## src/inhibit_trig_pkg.sv

```systemverilog
// Purpose: constants and types for the output-inhibit and trigger block
// Assumes: 100 MHz control clock
// Notes:   times in their own unit, cycle counts derived here
package inhibit_trig_pkg;
   localparam int unsigned CLK_HZ           = 100_000_000;
   localparam int unsigned SYNC_STAGES      = 2;
   // sync reference band, rising edges only
   localparam int unsigned SYNC_MIN_HZ      = 15;
   localparam int unsigned SYNC_MAX_HZ      = 1200;
   // shortest valid period rounds down, longest rounds up
   localparam int unsigned SYNC_MIN_CYC     = CLK_HZ / SYNC_MAX_HZ;
   localparam int unsigned SYNC_MAX_CYC     = (CLK_HZ + SYNC_MIN_HZ - 1) / SYNC_MIN_HZ;
   localparam int unsigned PER_W            = 24;
   // countdown warning before a remote enable
   localparam int unsigned WARN_MS          = 3000;
   localparam int unsigned WARN_CYC         = WARN_MS * (CLK_HZ / 1000);
   localparam int unsigned WARN_W           = 29;
   // reset values of the settings
   localparam logic        AUTO_RST         = 1'b1;
   localparam logic        RENA_RST         = 1'b0;
   localparam logic [1:0]  MODE_RST         = 2'h0;

   typedef enum logic [1:0] {
      CM_DISABLED = 2'h0,
      CM_INHIBIT  = 2'h1,
      CM_REMOTE   = 2'h2
   } contact_mode_t;

   // gray along idle -> armed -> running
   typedef enum logic [1:0] {
      TR_IDLE  = 2'h0,
      TR_ARMED = 2'h1,
      TR_RUN   = 2'h3
   } tr_state_t;
endpackage

```

## src/din_sync.sv

```systemverilog
// Purpose: two-stage synchroniser for one input per bit
// Assumes: single clock domain
// Notes:   first stage feeds only the second
`timescale 1ns/100ps
`default_nettype none
module din_sync #(
   parameter int unsigned W = 3
) (
   input  wire logic         clk,     // control clock
   input  wire logic         arst_n,  // async reset
   input  wire logic [W-1:0] din,     // raw inputs
   output logic      [W-1:0] dout     // synchronised
);
   genvar i;
   generate
      for (i = 0; i < W; i++) begin : g_bit
         logic s1Reg;
         logic s2Reg;
         always_ff @(posedge clk or negedge arst_n) begin
            if (!arst_n) begin
               s1Reg <= 1'b0;
               s2Reg <= 1'b0;
            end else begin
               s1Reg <= din[i];
               s2Reg <= s1Reg;
            end
         end
         assign dout[i] = s2Reg;
      end
   endgenerate
endmodule
`default_nettype wire

```

## src/remote_inhibit_trigger_ctrl.sv

```systemverilog
// Purpose: output-enable gating, transient trigger and sync edge front end
// Assumes: control inputs synchronous-ish; contact, trigger and sync ref synchronised here anyway
// Notes:   warning time is a parameter so simulation can shorten it
`timescale 1ns/100ps
`default_nettype none
module remote_inhibit_trigger_ctrl
   import inhibit_trig_pkg::*;
#(
   parameter int unsigned WARN_CYCLES = WARN_CYC
) (
   input  wire logic        clk,                  // 100 MHz clock
   input  wire logic        arst_n,               // async reset
   input  wire logic        interlock_contact_in, // contact closed = 1
   input  wire logic        transient_start_in,   // trigger input
   input  wire logic        sync_ref_in,          // phase sync reference
   input  wire logic [1:0]  contactModeSel,       // contact mode
   input  wire logic        autoWr,               // write auto setting
   input  wire logic        autoWrData,           // value for auto
   input  wire logic        renaWr,               // write enable-mode setting
   input  wire logic        renaWrData,           // value for enable mode
   input  wire logic        sanitize,             // restore settings
   input  wire logic        outOnReq,             // panel/remote enable pulse
   input  wire logic        outOffReq,            // panel/remote disable pulse
   input  wire logic        faultClr,             // clear fault pulse
   input  wire logic        trigModeOn,           // trigger input mode
   input  wire logic        progLaunch,           // transient launched pulse
   input  wire logic        progAbort,            // transient aborted pulse
   input  wire logic        progDone,             // transient finished pulse
   input  wire logic        syncEnable,           // phase sync in use
   output logic             outEnable,            // power output on
   output logic             faultOut,             // interlock fault
   output logic             warnActive,           // countdown warning
   output logic             autoSetting,          // auto setting
   output logic             renaSetting,          // enable-mode setting
   output logic             progRunning,          // status running
   output logic             progStarted,          // progress may advance
   output logic             progStartPulse,       // program starts now
   output logic             phaseALockPulse,      // phase A realign strobe
   output logic [PER_W-1:0] syncPeriod,           // last measured period, in or out of band
   output logic             syncValid             // period in band
);
   logic [2:0] inSync;
   logic       ciPrevReg, trigPrevReg, srPrevReg;
   logic       ci, ciRise, ciFall, trigRise, srRise;
   logic       pwrUpReg, pwrUpNext;

   din_sync #(.W(3)) u_sync (
      .clk    (clk),
      .arst_n (arst_n),
      .din    ({sync_ref_in, transient_start_in, interlock_contact_in}),
      .dout   (inSync)
   );

   assign ci     = inSync[0];
   assign ciRise = ci & ~ciPrevReg;
   assign ciFall = ~ci & ciPrevReg;
   assign trigRise = inSync[1] & ~trigPrevReg;
   assign srRise = inSync[2] & ~srPrevReg;

   always_ff @(posedge clk or negedge arst_n) begin
      if (!arst_n) begin
         ciPrevReg <= 1'b0;
         trigPrevReg <= 1'b0;
         srPrevReg <= 1'b0;
         pwrUpReg  <= 1'b1;
      end else begin
         ciPrevReg <= ci;
         trigPrevReg <= inSync[1];
         srPrevReg <= inSync[2];
         pwrUpReg  <= pwrUpNext;
      end
   end

   // settings
   logic autoReg, autoNext, renaReg, renaNext;
   always_comb begin
      autoNext = autoReg;
      renaNext = renaReg;
      if (autoWr)
         autoNext = autoWrData;
      if (renaWr)
         renaNext = renaWrData;
      if (sanitize) begin
         autoNext = AUTO_RST;
         renaNext = RENA_RST;
      end
   end

   // output enable, fault and warning countdown
   contact_mode_t     mode;
   logic              enReg, enNext, fltReg, fltNext, warnReg, warnNext;
   logic [WARN_W-1:0] wcntReg, wcntNext;
   logic              remoteOnEvt;

   always_comb begin
      case (contactModeSel)
         2'h1:    mode = CM_INHIBIT;
         2'h2:    mode = CM_REMOTE;
         default: mode = CM_DISABLED;
      endcase
   end

   // power-up check covers only the first cycle after reset, while the synchroniser still outputs 0
   assign pwrUpNext   = 1'b0;
   assign remoteOnEvt = (mode == CM_REMOTE) &&
                        ((autoReg && ((pwrUpReg && ci) || ciRise)) ||
                         (!autoReg && ciRise));

   always_comb begin
      enNext   = enReg;
      fltNext  = fltReg;
      warnNext = warnReg;
      wcntNext = wcntReg;
      if (faultClr)
         fltNext = 1'b0;
      case (mode)
         CM_INHIBIT: begin
            if (outOnReq && ci && !fltReg)
               enNext = 1'b1;
            if (enReg && !ci) begin
               enNext  = 1'b0;
               fltNext = 1'b1;
            end
            warnNext = 1'b0;
         end
         CM_REMOTE: begin
            if (remoteOnEvt && !enReg && !warnReg) begin
               warnNext = 1'b1;
               wcntNext = WARN_W'(WARN_CYCLES - 1);
            end else if (warnReg) begin
               if (!ci) begin
                  warnNext = 1'b0;
               end else if (wcntReg == '0) begin
                  warnNext = 1'b0;
                  enNext   = 1'b1;
               end else begin
                  wcntNext = wcntReg - 1'b1;
               end
            end
            if (ciFall && !autoReg) begin
               enNext   = 1'b0;
               warnNext = 1'b0;
            end
            if (outOnReq)
               enNext = 1'b1;
         end
         default: begin
            if (outOnReq)
               enNext = 1'b1;
            warnNext = 1'b0;
         end
      endcase
      if (outOffReq) begin
         enNext   = 1'b0;
         warnNext = 1'b0;
      end
   end

   // transient trigger
   tr_state_t trReg, trNext;
   logic      startNext;
   logic      runNext;
   logic      stNext;
   always_comb begin
      trNext    = trReg;
      startNext = 1'b0;
      case (trReg)
         TR_IDLE: begin
            if (progLaunch)
               trNext = trigModeOn ? TR_ARMED : TR_RUN;
            startNext = progLaunch && !trigModeOn;
         end
         TR_ARMED: begin
            if (progAbort || !trigModeOn) begin
               trNext = TR_IDLE;
            end else if (trigRise) begin
               trNext    = TR_RUN;
               startNext = 1'b1;
            end
         end
         TR_RUN: begin
            if (progAbort || progDone)
               trNext = TR_IDLE;
         end
         default: trNext = TR_IDLE;
      endcase
      // status follows the next state so it leaves flops with the state
      runNext = (trNext != TR_IDLE);
      stNext  = (trNext == TR_RUN);
   end

   // sync reference period measurement
   logic [PER_W-1:0] pcntReg, pcntNext, perReg, perNext;
   logic             svReg, svNext, lockNext;
   always_comb begin
      pcntNext = pcntReg;
      perNext  = perReg;
      svNext   = svReg;
      lockNext = 1'b0;
      if (!syncEnable) begin
         pcntNext = '0;
         svNext   = 1'b0;
      end else if (srRise) begin
         pcntNext = '0;
         perNext  = pcntReg;
         svNext   = (pcntReg >= PER_W'(SYNC_MIN_CYC)) &&
                    (pcntReg <= PER_W'(SYNC_MAX_CYC));
         // realign only if the previous period was in band (svReg), not the one just measured
         lockNext = svReg;
      end else if (pcntReg != '1) begin
         pcntNext = pcntReg + 1'b1;
      end
   end

   always_ff @(posedge clk or negedge arst_n) begin
      if (!arst_n) begin
         autoReg  <= AUTO_RST;
         renaReg  <= RENA_RST;
         enReg    <= 1'b0;
         fltReg   <= 1'b0;
         warnReg  <= 1'b0;
         wcntReg  <= '0;
         trReg    <= TR_IDLE;
         pcntReg  <= '0;
         perReg   <= '0;
         svReg    <= 1'b0;
         progStartPulse  <= 1'b0;
         phaseALockPulse <= 1'b0;
         progRunning     <= 1'b0;
         progStarted     <= 1'b0;
      end else begin
         autoReg  <= autoNext;
         renaReg  <= renaNext;
         enReg    <= enNext;
         fltReg   <= fltNext;
         warnReg  <= warnNext;
         wcntReg  <= wcntNext;
         trReg    <= trNext;
         pcntReg  <= pcntNext;
         perReg   <= perNext;
         svReg    <= svNext;
         progStartPulse  <= startNext;
         phaseALockPulse <= lockNext;
         progRunning     <= runNext;
         progStarted     <= stNext;
      end
   end

   assign outEnable   = enReg;
   assign faultOut    = fltReg;
   assign warnActive  = warnReg;
   assign autoSetting = autoReg;
   assign renaSetting = renaReg;
   assign syncPeriod  = perReg;
   assign syncValid   = svReg;
endmodule
`default_nettype wire

```

## config.mk

```make
export PLATFORM = sky130hd
export DESIGN_NAME = remote_inhibit_trigger_ctrl
export DESIGN_NICKNAME = d
export VERILOG_FILES = /design/src/inhibit_trig_pkg.sv /design/src/din_sync.sv /design/src/remote_inhibit_trigger_ctrl.sv
export SDC_FILE = /design/constraint.sdc
export NUM_CORES = 1
export LEC_CHECK = 0
export CAP_MARGIN = 20
export CORE_MARGIN = 2
export CORE_UTILIZATION = 49
export DETAILED_ROUTE_END_ITERATION = 16
export DONT_BUFFER_PORTS = 1
export PLACE_DENSITY = 0.72
export SLEW_MARGIN = 20
export SYNTH_ARGS = -nofsm -noshare
export SYNTH_HDL_FRONTEND = slang
export SYNTH_SLANG_ARGS = --single-unit
```

## constraint.sdc

```tcl
create_clock -name clk -period 5.2 [get_ports clk]
set_input_delay 0 -clock clk [delete_from_list [all_inputs] [get_ports clk]]
set_output_delay 0 -clock clk [all_outputs]
set_load 0.01 [all_outputs]
```

* Yosys cells after proc, flatten, opt, wreduce, memory -nomap -nowiden
Cells that the tools add are included.
W data, S select, Z words.
** Word-level totals
- Output and inout port bits :: 34
- Bits of input ports :: 20
- Flip-flop bits (word level) :: 99
** Cells by class
- $add $sub $neg :: 2
- Reduce and logical (&&, ||, !) cells :: 33
- Equality and inequality tests :: 16
- Bitwise logic cells :: 8
- Magnitude comparators :: 2
- Mux-type cells :: 46
** Operators by type and width (count)
- $mux W29 :: 4
- $mux W24 :: 3
- $mux W1 :: 30
- $logic_not A29 Y1 :: 1
- $sub A29 B1 Y29 const B :: 1
- $add A24 B1 Y24 const B :: 1
- $ge A24 B17 Y1 const B :: 1
- $le A24 B23 Y1 const B :: 1
- $ne A24 B24 Y1 const B :: 1
- $logic_and A1 B1 Y1 :: 12
- $mux W2 :: 5
- $ne A5 B3 Y1 const B :: 2
- $ne A5 B4 Y1 const B :: 2
- $reduce_bool A2 Y1 :: 5
- $eq A2 B2 Y1 const B :: 4
- $eq A2 B1 Y1 const B :: 3
- $logic_not A1 Y1 :: 6
- $pmux W2 S3 :: 1
- $reduce_and A6 Y1 :: 1
- $and A1 B1 Y1 :: 4
- $logic_or A1 B1 Y1 :: 4
- $ne A4 B4 Y1 const B :: 1
- $not A1 Y1 :: 4
- $pmux W1 S2 :: 2
- 8 further kinds :: 8

* Logic depth before layout (Yosys ltp)
Gate-level depths: netlist of run 1.
- Depth in word-level cells :: 13
- Mapped depth :: 9
- Depth with buffers taken out :: 7

* Cells and area by module
From an unflattened synthesis of run 1, not the netlist that was laid out.
** Unflattened totals
- Cell total of the unflattened synthesis :: 474
- Area total of the unflattened synthesis :: 4867.2 µm²
** By module, submodules not included
- remote_inhibit_trigger_ctrl :: seq. area each 2329.7 µm², times used 1, area each 4694.5 µm², cells each 465
- din_sync :: seq. area each 150.1 µm², times used 1, area each 172.7 µm², cells each 9

* Worst setup path before layout of run 1
OpenSTA, ideal clock, no wires.
- Kind :: reg-to-reg
- Start :: register wcntReg[25]
- End :: register wcntReg[15]
- Path slack :: 2.734 ns
- Cell stages (with the launch flop) :: 8
- Arrival :: 2.334 ns
- Path buffers :: 2
- Path through :: dfrtp_1 > or4_4 > or4_1 > clkbuf_2 > o2111ai_2 > buf_6 > nor3_1 > or3b_1
** On the way
- Longest elaborated chain between the ends :: 3
** Ends and longest elaborated chain
- start, declared :: RTL line remote_inhibit_trigger_ctrl.sv:92 : logic [WARN_W-1:0] wcntReg, wcntNext;
- start signal, assigned :: RTL line remote_inhibit_trigger_ctrl.sv:237 : wcntReg <= wcntNext;
- $logic_not A29 Y1 :: RTL line remote_inhibit_trigger_ctrl.sv:133 : end else if (wcntReg == '0) begin
- $ne A2 B2 Y1 (no line)
- $reduce_and A4 Y1 (no line)
No other way between the ends.
A chain may end at the register's enable or synchronous reset.

* Worst setup path after layout of run 1
- Start :: register wcntReg[25]
- End :: register enReg (netlist: outEnable)
** On the way
- Longest elaborated chain between the ends :: 3
** Ends and longest elaborated chain
- $logic_not A29 Y1 :: RTL line remote_inhibit_trigger_ctrl.sv:133
- $ne A5 B3 Y1 (no line)
- $reduce_and A6 Y1 (no line)
- end signal, assigned :: RTL line remote_inhibit_trigger_ctrl.sv:234 : enReg <= enNext;
- end, declared :: RTL line remote_inhibit_trigger_ctrl.sv:91 : logic enReg, enNext, fltReg, fltNext, warnReg, warnNext;
No other way between the ends.

==> flow_summary.toml, run 1 <==
[outcome]
status = "completed"

[floorplan]
io_pins = 54
die_area_um2 = 10800
die_w_um = 104
die_h_um = 104
rows = 36
initial_core_util = 0.503
core_um2 = 9730

[worst_setup_path]
required_ns = 5.51
crit_type = "reg -> reg"
cp_max_fo = 13
critPathMaxStageDelay_ns = 0.68
start_kind = "flip-flop"
arrival_ns = 3.60
worstPathCellList = "or4_4 -> or4_1 -> nor3_2 -> a2111oi_0 -> nor4_2 -> dlygate4sd3_1"
endpoint_kind = "flip-flop"
critical_path.slowest_cell = "or4_1"
critPathBufInv = 1
critical_path.top_delay_family = "simple AND/OR/NAND/NOR gates"

[synthesis]
synth_cells = 479
synth.distinct_cells = 63
avgSynthCellArea_um2 = 10.2
yosys_warnings = 0
syn_area_um2 = 4900
ys_seq_area_frac = 0.506
synthFlopType = "dfrtp_1"
synth_seq_cells = 99
synth_edf_count = 0
ys_async_sr_fraction = 1.00
syn_nets = 506

[sta]
hold_ws_ns = 0.0313
period_needed_ns = 3.28
slew_headroom = 0.402
finalClockSkew_ns = 0.0117
hold_viol_final = 0
finalCritPeriodShare = 0.631
worstMarginPinSlew_ns = 0.893
max_freq_mhz = 305
rsz0062_at_grt = "no"
slew_viol_final = 0
final.setup.tns_ns = 0
setup_viol = 0

[grt]
grt_start_max_net_pins = 100
grt_pass1_vias = 3635
antenna_found_initial = 0
grt_use_total = 0.198
grt-ovfl-total = 0
grt_pass1_wl_mm = 17.5

[power]
power_density_nw_per_um2 = 274
peakVddDrop_mv = 0.110
power.leakage_nw = 2.18

[drt]
drt_pre_antenna_iters = 5
post_drt_via_cell_ratio = 6.07
drt-initial-drc-count = 258
ant_nets = 0
via_count = 3808
wire_per_inst_um = 16.5
routed_wl_mm = 10.4
drc = 0

[layout]
postLayoutCoreUtil = 0.559
finalNetCount = 516
area_growth_pct = 11.0
drive_above_1_share = 0.117
final_cells = 627
antenna_cells = 0

[placement]
placement.io_buffers = 0
place_congestion = 0.875
placed_cells = 590
dpl.hpwl_mm = 6.87

[clocking]
clk_latency_ns = 0.37
root_buffer = "clkbuf_8"
post-cts-setup-buffers = 0
clock_path_buffers = 2
htreeDepth = 3
cts_tree = "yes"
cts_made_buffers = 9
clk_pin_slew_ns = 0.10
clock-sinks = 99

[job]
drv_cap = 0

[worst_hold_path]
hp-class = "in -> reg"
## area by class of cell
type | count | area [um2]
Timing Repair Buffer | 23 | 243
Clock buffer | 11 | 141
Tap cell | 133 | 166
Multi-Input combinational cell | 341 | 2270
Clock inverter | 5 | 83.8
Inverter | 15 | 56.3
Sequential cell | 99 | 2480
Fill cell | 841 | 4290
## sequential cells by signal, indices dropped and copies added, names as in the netlist, 2 cells and up
register,cells
trReg,2
pcntReg,24
syncPeriod,24
u_sync.g_bit.s2Reg,3
u_sync.g_bit.s1Reg,3
wcntReg,29
## path summary, 6_finish.rpt
check	to	from	depth (start not counted)	slack, ns
setup / recovery	outEnable$_DFFE_PN0P_	wcntReg[25]$_DFFE_PN0P_	6	1.92
hold / removal	syncValid$_DFFE_PN0P_	syncEnable	4	0.03
setup reg to reg	outEnable$_DFFE_PN0P_	wcntReg[25]$_DFFE_PN0P_	6	1.92
hold reg to reg	u_sync.g_bit[2].s2Reg$_DFF_PN0_	u_sync.g_bit[2].s1Reg$_DFF_PN0_	0	0.36
max in group asynchronous	pwrUpReg$_DFF_PN1_	arst_n	2	4.56
min in group asynchronous	wcntReg[12]$_DFFE_PN0P_	arst_n	2	0.18
## metrics by stage
| stage | instance area (um2) | setup slack, ns | total power [mW] |
|---|---|---|---|
| floorplan | 4900 | 2.73 | 0.901 |
| global placement | 4970 | 2.15 | 0.915 |
| detailed placement | 4970 | 2.00 | 0.922 |
| CTS | 5420 | 1.49 | 1.51 |
| global route | 5440 | 1.71 | 1.56 |
| finish | 5440 | 1.92 | 1.49 |
## power by group
part / switching (mW) / internal, mW
combinational: 0.0642 / 0.0486
clock: 0.262 / 0.286
sequential: 0.0293 / 0.799
total: 0.355 / 1.13
## cells in the mapped netlist (4+ instances only)
master	instances	area share
and3_1	6	0.0077
nand3b_1	4	0.0061
o31ai_1	14	0.021
dfrtp_1	97	0.50
inv_1	15	0.011
nor3_1	18	0.018
nand4_1	9	0.011
a21oi_1	21	0.021
and4_1	5	0.0089
clkbuf_1	17	0.013
nor4_1	8	0.010
o2111ai_1	4	0.0072
nor2_1	30	0.023
nand3_1	21	0.021
o22ai_1	4	0.0051
ha_1	7	0.018
or2_2	7	0.0089
or4_1	19	0.029
o21ai_0	24	0.025
xor2_1	7	0.013
or3_1	15	0.019
nand2b_1	7	0.0089
nand2_1	32	0.025
xnor2_1	8	0.014
mux2_2	19	0.044
a31oi_1	9	0.011
## layer usage
metal,track usage,vias up,part of all wire
li1,-,1800,-
met1,0.261,1898,0.45
met2,0.319,97,0.49
met3,0.0508,13,0.054
met4,0.0695,0,0.012
met5,0,-,0
## layout by cell type, fill, tap and decap left out, types with 5 or more instances in the layout
master	Yosys	layout
nand2b_1	7	7
inv_1	15	15
nand4_1	9	9
o31ai_1	14	14
or2_2	7	7
clkbuf_8	0	10
and3_1	6	6
a31oi_1	9	9
o21ai_0	24	24
nor4_1	8	8
nand3_1	21	21
nor3_1	18	15
mux2_2	19	19
or3_1	15	15
ha_1	7	7
xor2_1	7	7
dlygate4sd3_1	0	20
nand2_1	32	32
nor2_1	30	30
a21oi_1	21	21
dfrtp_1	97	97
xnor2_1	8	8
and4_1	5	5
or4_1	19	19
## worst register-to-register path, delay by kind of cell (launching register included)
kind                   cells  cell delay [ns]
flip-flops                 1             0.41
AO/OA/AOI/OAI              1             0.25
buffers and inverters      1             0.57
AND/OR/NAND/NOR            4             2.01
## logic make-up after synthesis
kind of cell               Yosys count  share of synthesized area
adders and majority gates            7                     0.0179
and+or+nand+nor                    196                      0.231
DFF                                 99                      0.506
AOI/OAI and AO/OA                  100                      0.133
buffers and inverters               39                     0.0342
xor gates and xnor gates            15                     0.0268
muxes                               22                     0.0498
other                                1                   0.000766
## what timing repair did
action                                 CTS  global route
resized for setup                        0             0
hold buffers                            21             0
endpoints found under the hold margin  116             0
Power figures use the tool's default switching activity.
==> run 2, diff against run 1 <==
PLACE_DENSITY = 0.74   (was 0.72)
clock period = 3 ns   (was 5.2 ns; I/O delays follow)
==> flow_summary.toml, run 2 (synthesis gave the netlist of run 1 again) <==
[worst_setup_path]
worst-r2r-setup-slack_ns = 0.43
endpoint_kind = "flip-flop"
start_kind = "flip-flop"
critPathMaxStageDelay_ns = 0.63
worst_r2r_path_depth = 5
critical_path.slowest_cell = "or4_1"
cp_max_fo = 11
worst-path-stages = 5
critical_path.top_delay_family = "simple AND/OR/NAND/NOR gates"
crit_type = "reg -> reg"
arrival_ns = 2.88
critPathBufInv = 0
cp_common_cell = "or4_1"
required_ns = 3.31
worstPathCellList = "or4_1 -> nand4bb_4 -> or3_4 -> or4_1 -> a21oi_1"

[floorplan]
rows = 36
die_h_um = 104
initial_core_util = 0.503
die_area_um2 = 10800
die_w_um = 104
io_pins = 54
core_um2 = 9730

[drt]
ant_nets = 0
drt-initial-drc-count = 172
wire_per_inst_um = 16.3
drc = 0
routed_wl_mm = 10.4
post_drt_via_cell_ratio = 5.94
drt_pre_antenna_iters = 6
via_count = 3779

[layout]
postLayoutCoreUtil = 0.567
regMostFlops = "wcntReg"
fill_cells = 852
layout_common_cells = "dfrtp_1 (97), nand2_1 (32), nor2_1 (30)"
antenna_cells = 0
largest_reg_flops = 29
finalNetCount = 525
design_area_um2 = 5510
mostFrequentLayoutCell = "dfrtp_1"
area_growth_pct = 12.6
final_cells = 636
drive_above_1_share = 0.131

[worst_hold_path]
hold_depth = 2
hp-class = "in -> reg"

[job]
drv_cap = 0

[sta]
setup_viol = 0
hold_viol_final = 1
final.setup.tns_ns = 0
period_needed_ns = 2.57
worstMarginPinSlew_ns = 0.847
slew_viol_final = 0
rsz0062_at_grt = "no"
timing.final.ws_setup_ns = 0.429
finalCritPeriodShare = 0.857
finalClockSkew_ns = 0.0125
slew_headroom = 0.433
max_freq_mhz = 389
hold_ws_ns = -0.0901

[clocking]
root_buffer = "clkbuf_8"
htreeDepth = 3
cts_made_buffers = 9
clock-sinks = 99
cts_tree = "yes"
clock_path_buffers = 2
clk_pin_slew_ns = 0.09
clk_latency_ns = 0.39

[power]
clock_power_share = 0.379
power.internal_mw = 1.99
switching_share = 0.242
p_switching_mw = 0.635
peakVddDrop_mv = 0.304
power_frac_comb = 0.075
power.leakage_nw = 2.24
seqPwrFrac = 0.547
power_density_nw_per_um2 = 477

[grt]
grt_use_total = 0.202
grt_start_max_net_pins = 100
grt_pass1_vias = 3636
grt_pass1_wl_mm = 17.7
grt-ovfl-total = 0
antenna_found_initial = 0

[placement]
place_congestion = 0.800
dpl.hpwl_mm = 6.83
dp_slack_ns = 0.484
placed_cell_area_um2 = 5010
placed_cells = 596
placement.io_buffers = 0

[outcome]
violations = "negative hold slack"
status = "finished with violations"
## run 2: routing by layer
| metal | share of wire | up-vias | track usage |
|---|---|---|---|
| li1 | - | 1827 | - |
| met1 | 0.45 | 1836 | 0.267 |
| met2 | 0.48 | 99 | 0.321 |
| met3 | 0.052 | 17 | 0.0576 |
| met4 | 0.014 | 0 | 0.0685 |
| met5 | 0 | - | 0 |
## run 2: final cells by class
cell class / count / area, um2 / share of cell area
Clock buffer: 12 / 155 / 0.0281
Clock inverter: 4 / 80.1 / 0.0145
Inverter: 15 / 56.3 / 0.0102
Multi-Input combinational cell: 341 / 2260 / 0.410
Sequential cell: 99 / 2480 / 0.450
Tap cell: 133 / 166 / 0.0302
Timing Repair Buffer: 32 / 313 / 0.0567
## run 2: power by group through the flow
| stage | sequential [mW] | combinational (mW) | clock, mW |
|---|---|---|---|
| 6_report | 1.44 | 0.196 | 0.996 |
| 5_1_grt | 1.44 | 0.225 | 1.08 |
| 4_1_cts | 1.44 | 0.200 | 1.03 |
| 3_5_place_dp | 1.46 | 0.135 | 0 |
| 3_3_place_gp | 1.46 | 0.129 | 0 |
| 2_1_floorplan | 1.45 | 0.111 | 0 |
## run 2: stage by stage
step | total power, mW | hold slack [ns]
2_1_floorplan | 1.56 | -0.296
6_report | 2.63 | -0.0901
5_1_grt | 2.75 | 0.0412
3_5_place_dp | 1.60 | -0.292
3_3_place_gp | 1.59 | -0.292
4_1_cts | 2.66 | 0.116
## run 2: what timing repair did
item                                   CTS  global route
setup buffers                            0             2
hold buffers                            23             0
endpoints found under the hold margin  117             0
setup endpoints to repair                0             1
gates resized for setup                  0             3
## run 2: worst paths after layout
| kind | startpoint | end |
|---|---|---|
| min | outOnReq | outEnable$_DFFE_PN0P_ |
| min reg2reg | u_sync.g_bit[1].s1Reg$_DFF_PN0_ | u_sync.g_bit[1].s2Reg$_DFF_PN0_ |
| max reg2reg | wcntReg[9]$_DFFE_PN0P_ | wcntReg[27]$_DFFE_PN0P_ |
| max in group asynchronous | arst_n | pwrUpReg$_DFF_PN1_ |
| max | wcntReg[9]$_DFFE_PN0P_ | wcntReg[27]$_DFFE_PN0P_ |
| min in group asynchronous | arst_n | wcntReg[3]$_DFFE_PN0P_ |
==> run 3, diff against run 2 <==
CELL_PAD_IN_SITES_DETAIL_PLACEMENT = 1   (was unset)
CELL_PAD_IN_SITES_GLOBAL_PLACEMENT = 2   (was unset)
CORE_UTILIZATION = 37   (was 49)
PLACE_DENSITY = 0.83   (was 0.74)
==> flow_summary.toml, run 3 (synthesis gave the netlist of run 1 again) <==
[outcome]
status = "completed"

[placement]
placement.io_buffers = 0
place_congestion = 0.821
placed_cell_area_um2 = 5070
dpl.hpwl_mm = 8.03
placed_cells = 640

[layout]
layout_common_cells = "dfrtp_1 (97), nand2_1 (32), nor2_1 (30)"
drive_above_1_share = 0.133
antenna_cells = 0
area_growth_pct = 14.2
largest_reg_flops = 29
fill_cells = 1451
design_area_um2 = 5590
mostFrequentLayoutCell = "dfrtp_1"
final_cells = 678
regMostFlops = "wcntReg"
finalNetCount = 524

[sta]
slew_headroom = 0.386
hold_viol_final = 0
rsz0062_at_grt = "no"
final.setup.tns_ns = 0
finalClockSkew_ns = 0.0111
period_needed_ns = 2.84
slew_viol_final = 0
max_freq_mhz = 352
finalCritPeriodShare = 0.946
setup_viol = 0
worstMarginPinSlew_ns = 0.916

[floorplan]
die_area_um2 = 14200
io_pins = 54
die_w_um = 119
core_um2 = 13100
die_h_um = 119
rows = 42
initial_core_util = 0.374

[worst_setup_path]
critPathBufInv = 2
r2r-start = "wcntReg[25]$_DFFE_PN0P_"
cp-startpoint = "wcntReg[25]$_DFFE_PN0P_"
crit_type = "reg -> reg"
cp_common_cell = "or4_4"
critPathMaxStageDelay_ns = 0.61
cp_max_fo = 7
start_kind = "flip-flop"
critical_path.slowest_cell = "or4_4"
worstPathCellList = "or4_4 -> or4_4 -> nor3_1 -> buf_4 -> a2111oi_0 -> nor4_2 -> dlygate4sd3_1"
critical_path.top_delay_family = "simple AND/OR/NAND/NOR gates"
arrival_ns = 3.12
required_ns = 3.28
endpoint_kind = "flip-flop"

[grt]
grt_use_total = 0.177
grt_start_max_net_pins = 100
grt_pass1_wl_mm = 20.2
grt_pass1_vias = 4030
antenna_found_initial = 0
grt-ovfl-total = 0

[power]
peakVddDrop_mv = 0.265
power_density_nw_per_um2 = 492
power_frac_comb = 0.072
p_switching_mw = 0.709
switching_share = 0.258
power.leakage_nw = 2.25
power.internal_mw = 2.04
power.total_mw = 2.75
seqPwrFrac = 0.523
clock_power_share = 0.406

[drt]
via_count = 3837
drt-initial-drc-count = 166
drt_pre_antenna_iters = 4
drc = 0
post_drt_via_cell_ratio = 5.66
routed_wl_mm = 11.9
ant_nets = 0
wire_per_inst_um = 17.6

[worst_hold_path]
hp-class = "in -> reg"
min_from = "contactModeSel[0]"

[clocking]
htreeDepth = 3
clk_pin_slew_ns = 0.07
clock-sinks = 99
cts_tree = "yes"
cts_made_buffers = 9
clock_path_buffers = 2
root_buffer = "clkbuf_16"
clk_latency_ns = 0.35

[job]
drv_cap = 0
==> run 3: routing by layer <==
layer	vias up	track usage	routed length [um]
li1	1821	-	-
met1	1954	0.237	5520
met2	56	0.288	5840
met3	6	0.0460	496
met4	0	0.0402	85
met5	-	0	0
==> run 3: worst min-delay path, stage by stage <==
cell and delay, ns:
ha_1 0.17, nand3b_1 0.08, o21ai_0 0.07
==> run 3: timing repair <==
action,in CTS,in global routing
gates resized for setup,0,1
endpoints found under the hold margin,112,0
setup endpoints to repair,0,1
buffers inserted,0,3
hold buffers,19,0
==> run 3: layout make-up <==
class	instances	area, um2	share of cell area
Sequential cell	99	2480	0.443
Timing Repair Buffer	31	298	0.0532
Tap cell	176	220	0.0394
Clock inverter	7	60.1	0.0107
Multi-Input combinational cell	341	2250	0.403
Clock buffer	9	225	0.0403
Inverter	15	56.3	0.0101
==> run 3: worst paths after layout <==
| check | end | slack (ns) | cells past startpoint |
|---|---|---|---|
| worst max-delay path | outEnable$_DFFE_PN0P_ | 0.16 | 7 |
| worst max register to register | outEnable$_DFFE_PN0P_ | 0.16 | 7 |
| worst min register to register | u_sync.g_bit[2].s2Reg$_DFF_PN0_ | 0.35 | 0 |
| max in group asynchronous | pcntReg[2]$_DFFE_PN0P_ | 2.37 | 2 |
| min in group asynchronous | wcntReg[9]$_DFFE_PN0P_ | 0.23 | 2 |
| worst min-delay path | faultOut$_DFF_PN0_ | 0.02 | 3 |
==> run 3: stage by stage <==
step           utilization  worst slack, ns  hold slack [ns]
2_1_floorplan            -            0.534           -0.296
3_3_place_gp         0.388            0.519           -0.292
3_5_place_dp         0.388            0.418           -0.291
4_1_cts              0.426           0.0283           0.0134
5_1_grt              0.428          0.00633           0.0200
6_report             0.428            0.163           0.0216
==> run 3: power groups by stage <==
stage / Combinational, mW / Clock [mW] / Sequential [mW]
floorplan: 0.111 / 0 / 1.45
global placement: 0.133 / 0 / 1.46
detailed placement: 0.141 / 0 / 1.46
CTS: 0.200 / 1.16 / 1.44
global route: 0.226 / 1.21 / 1.44
finish: 0.197 / 1.12 / 1.44
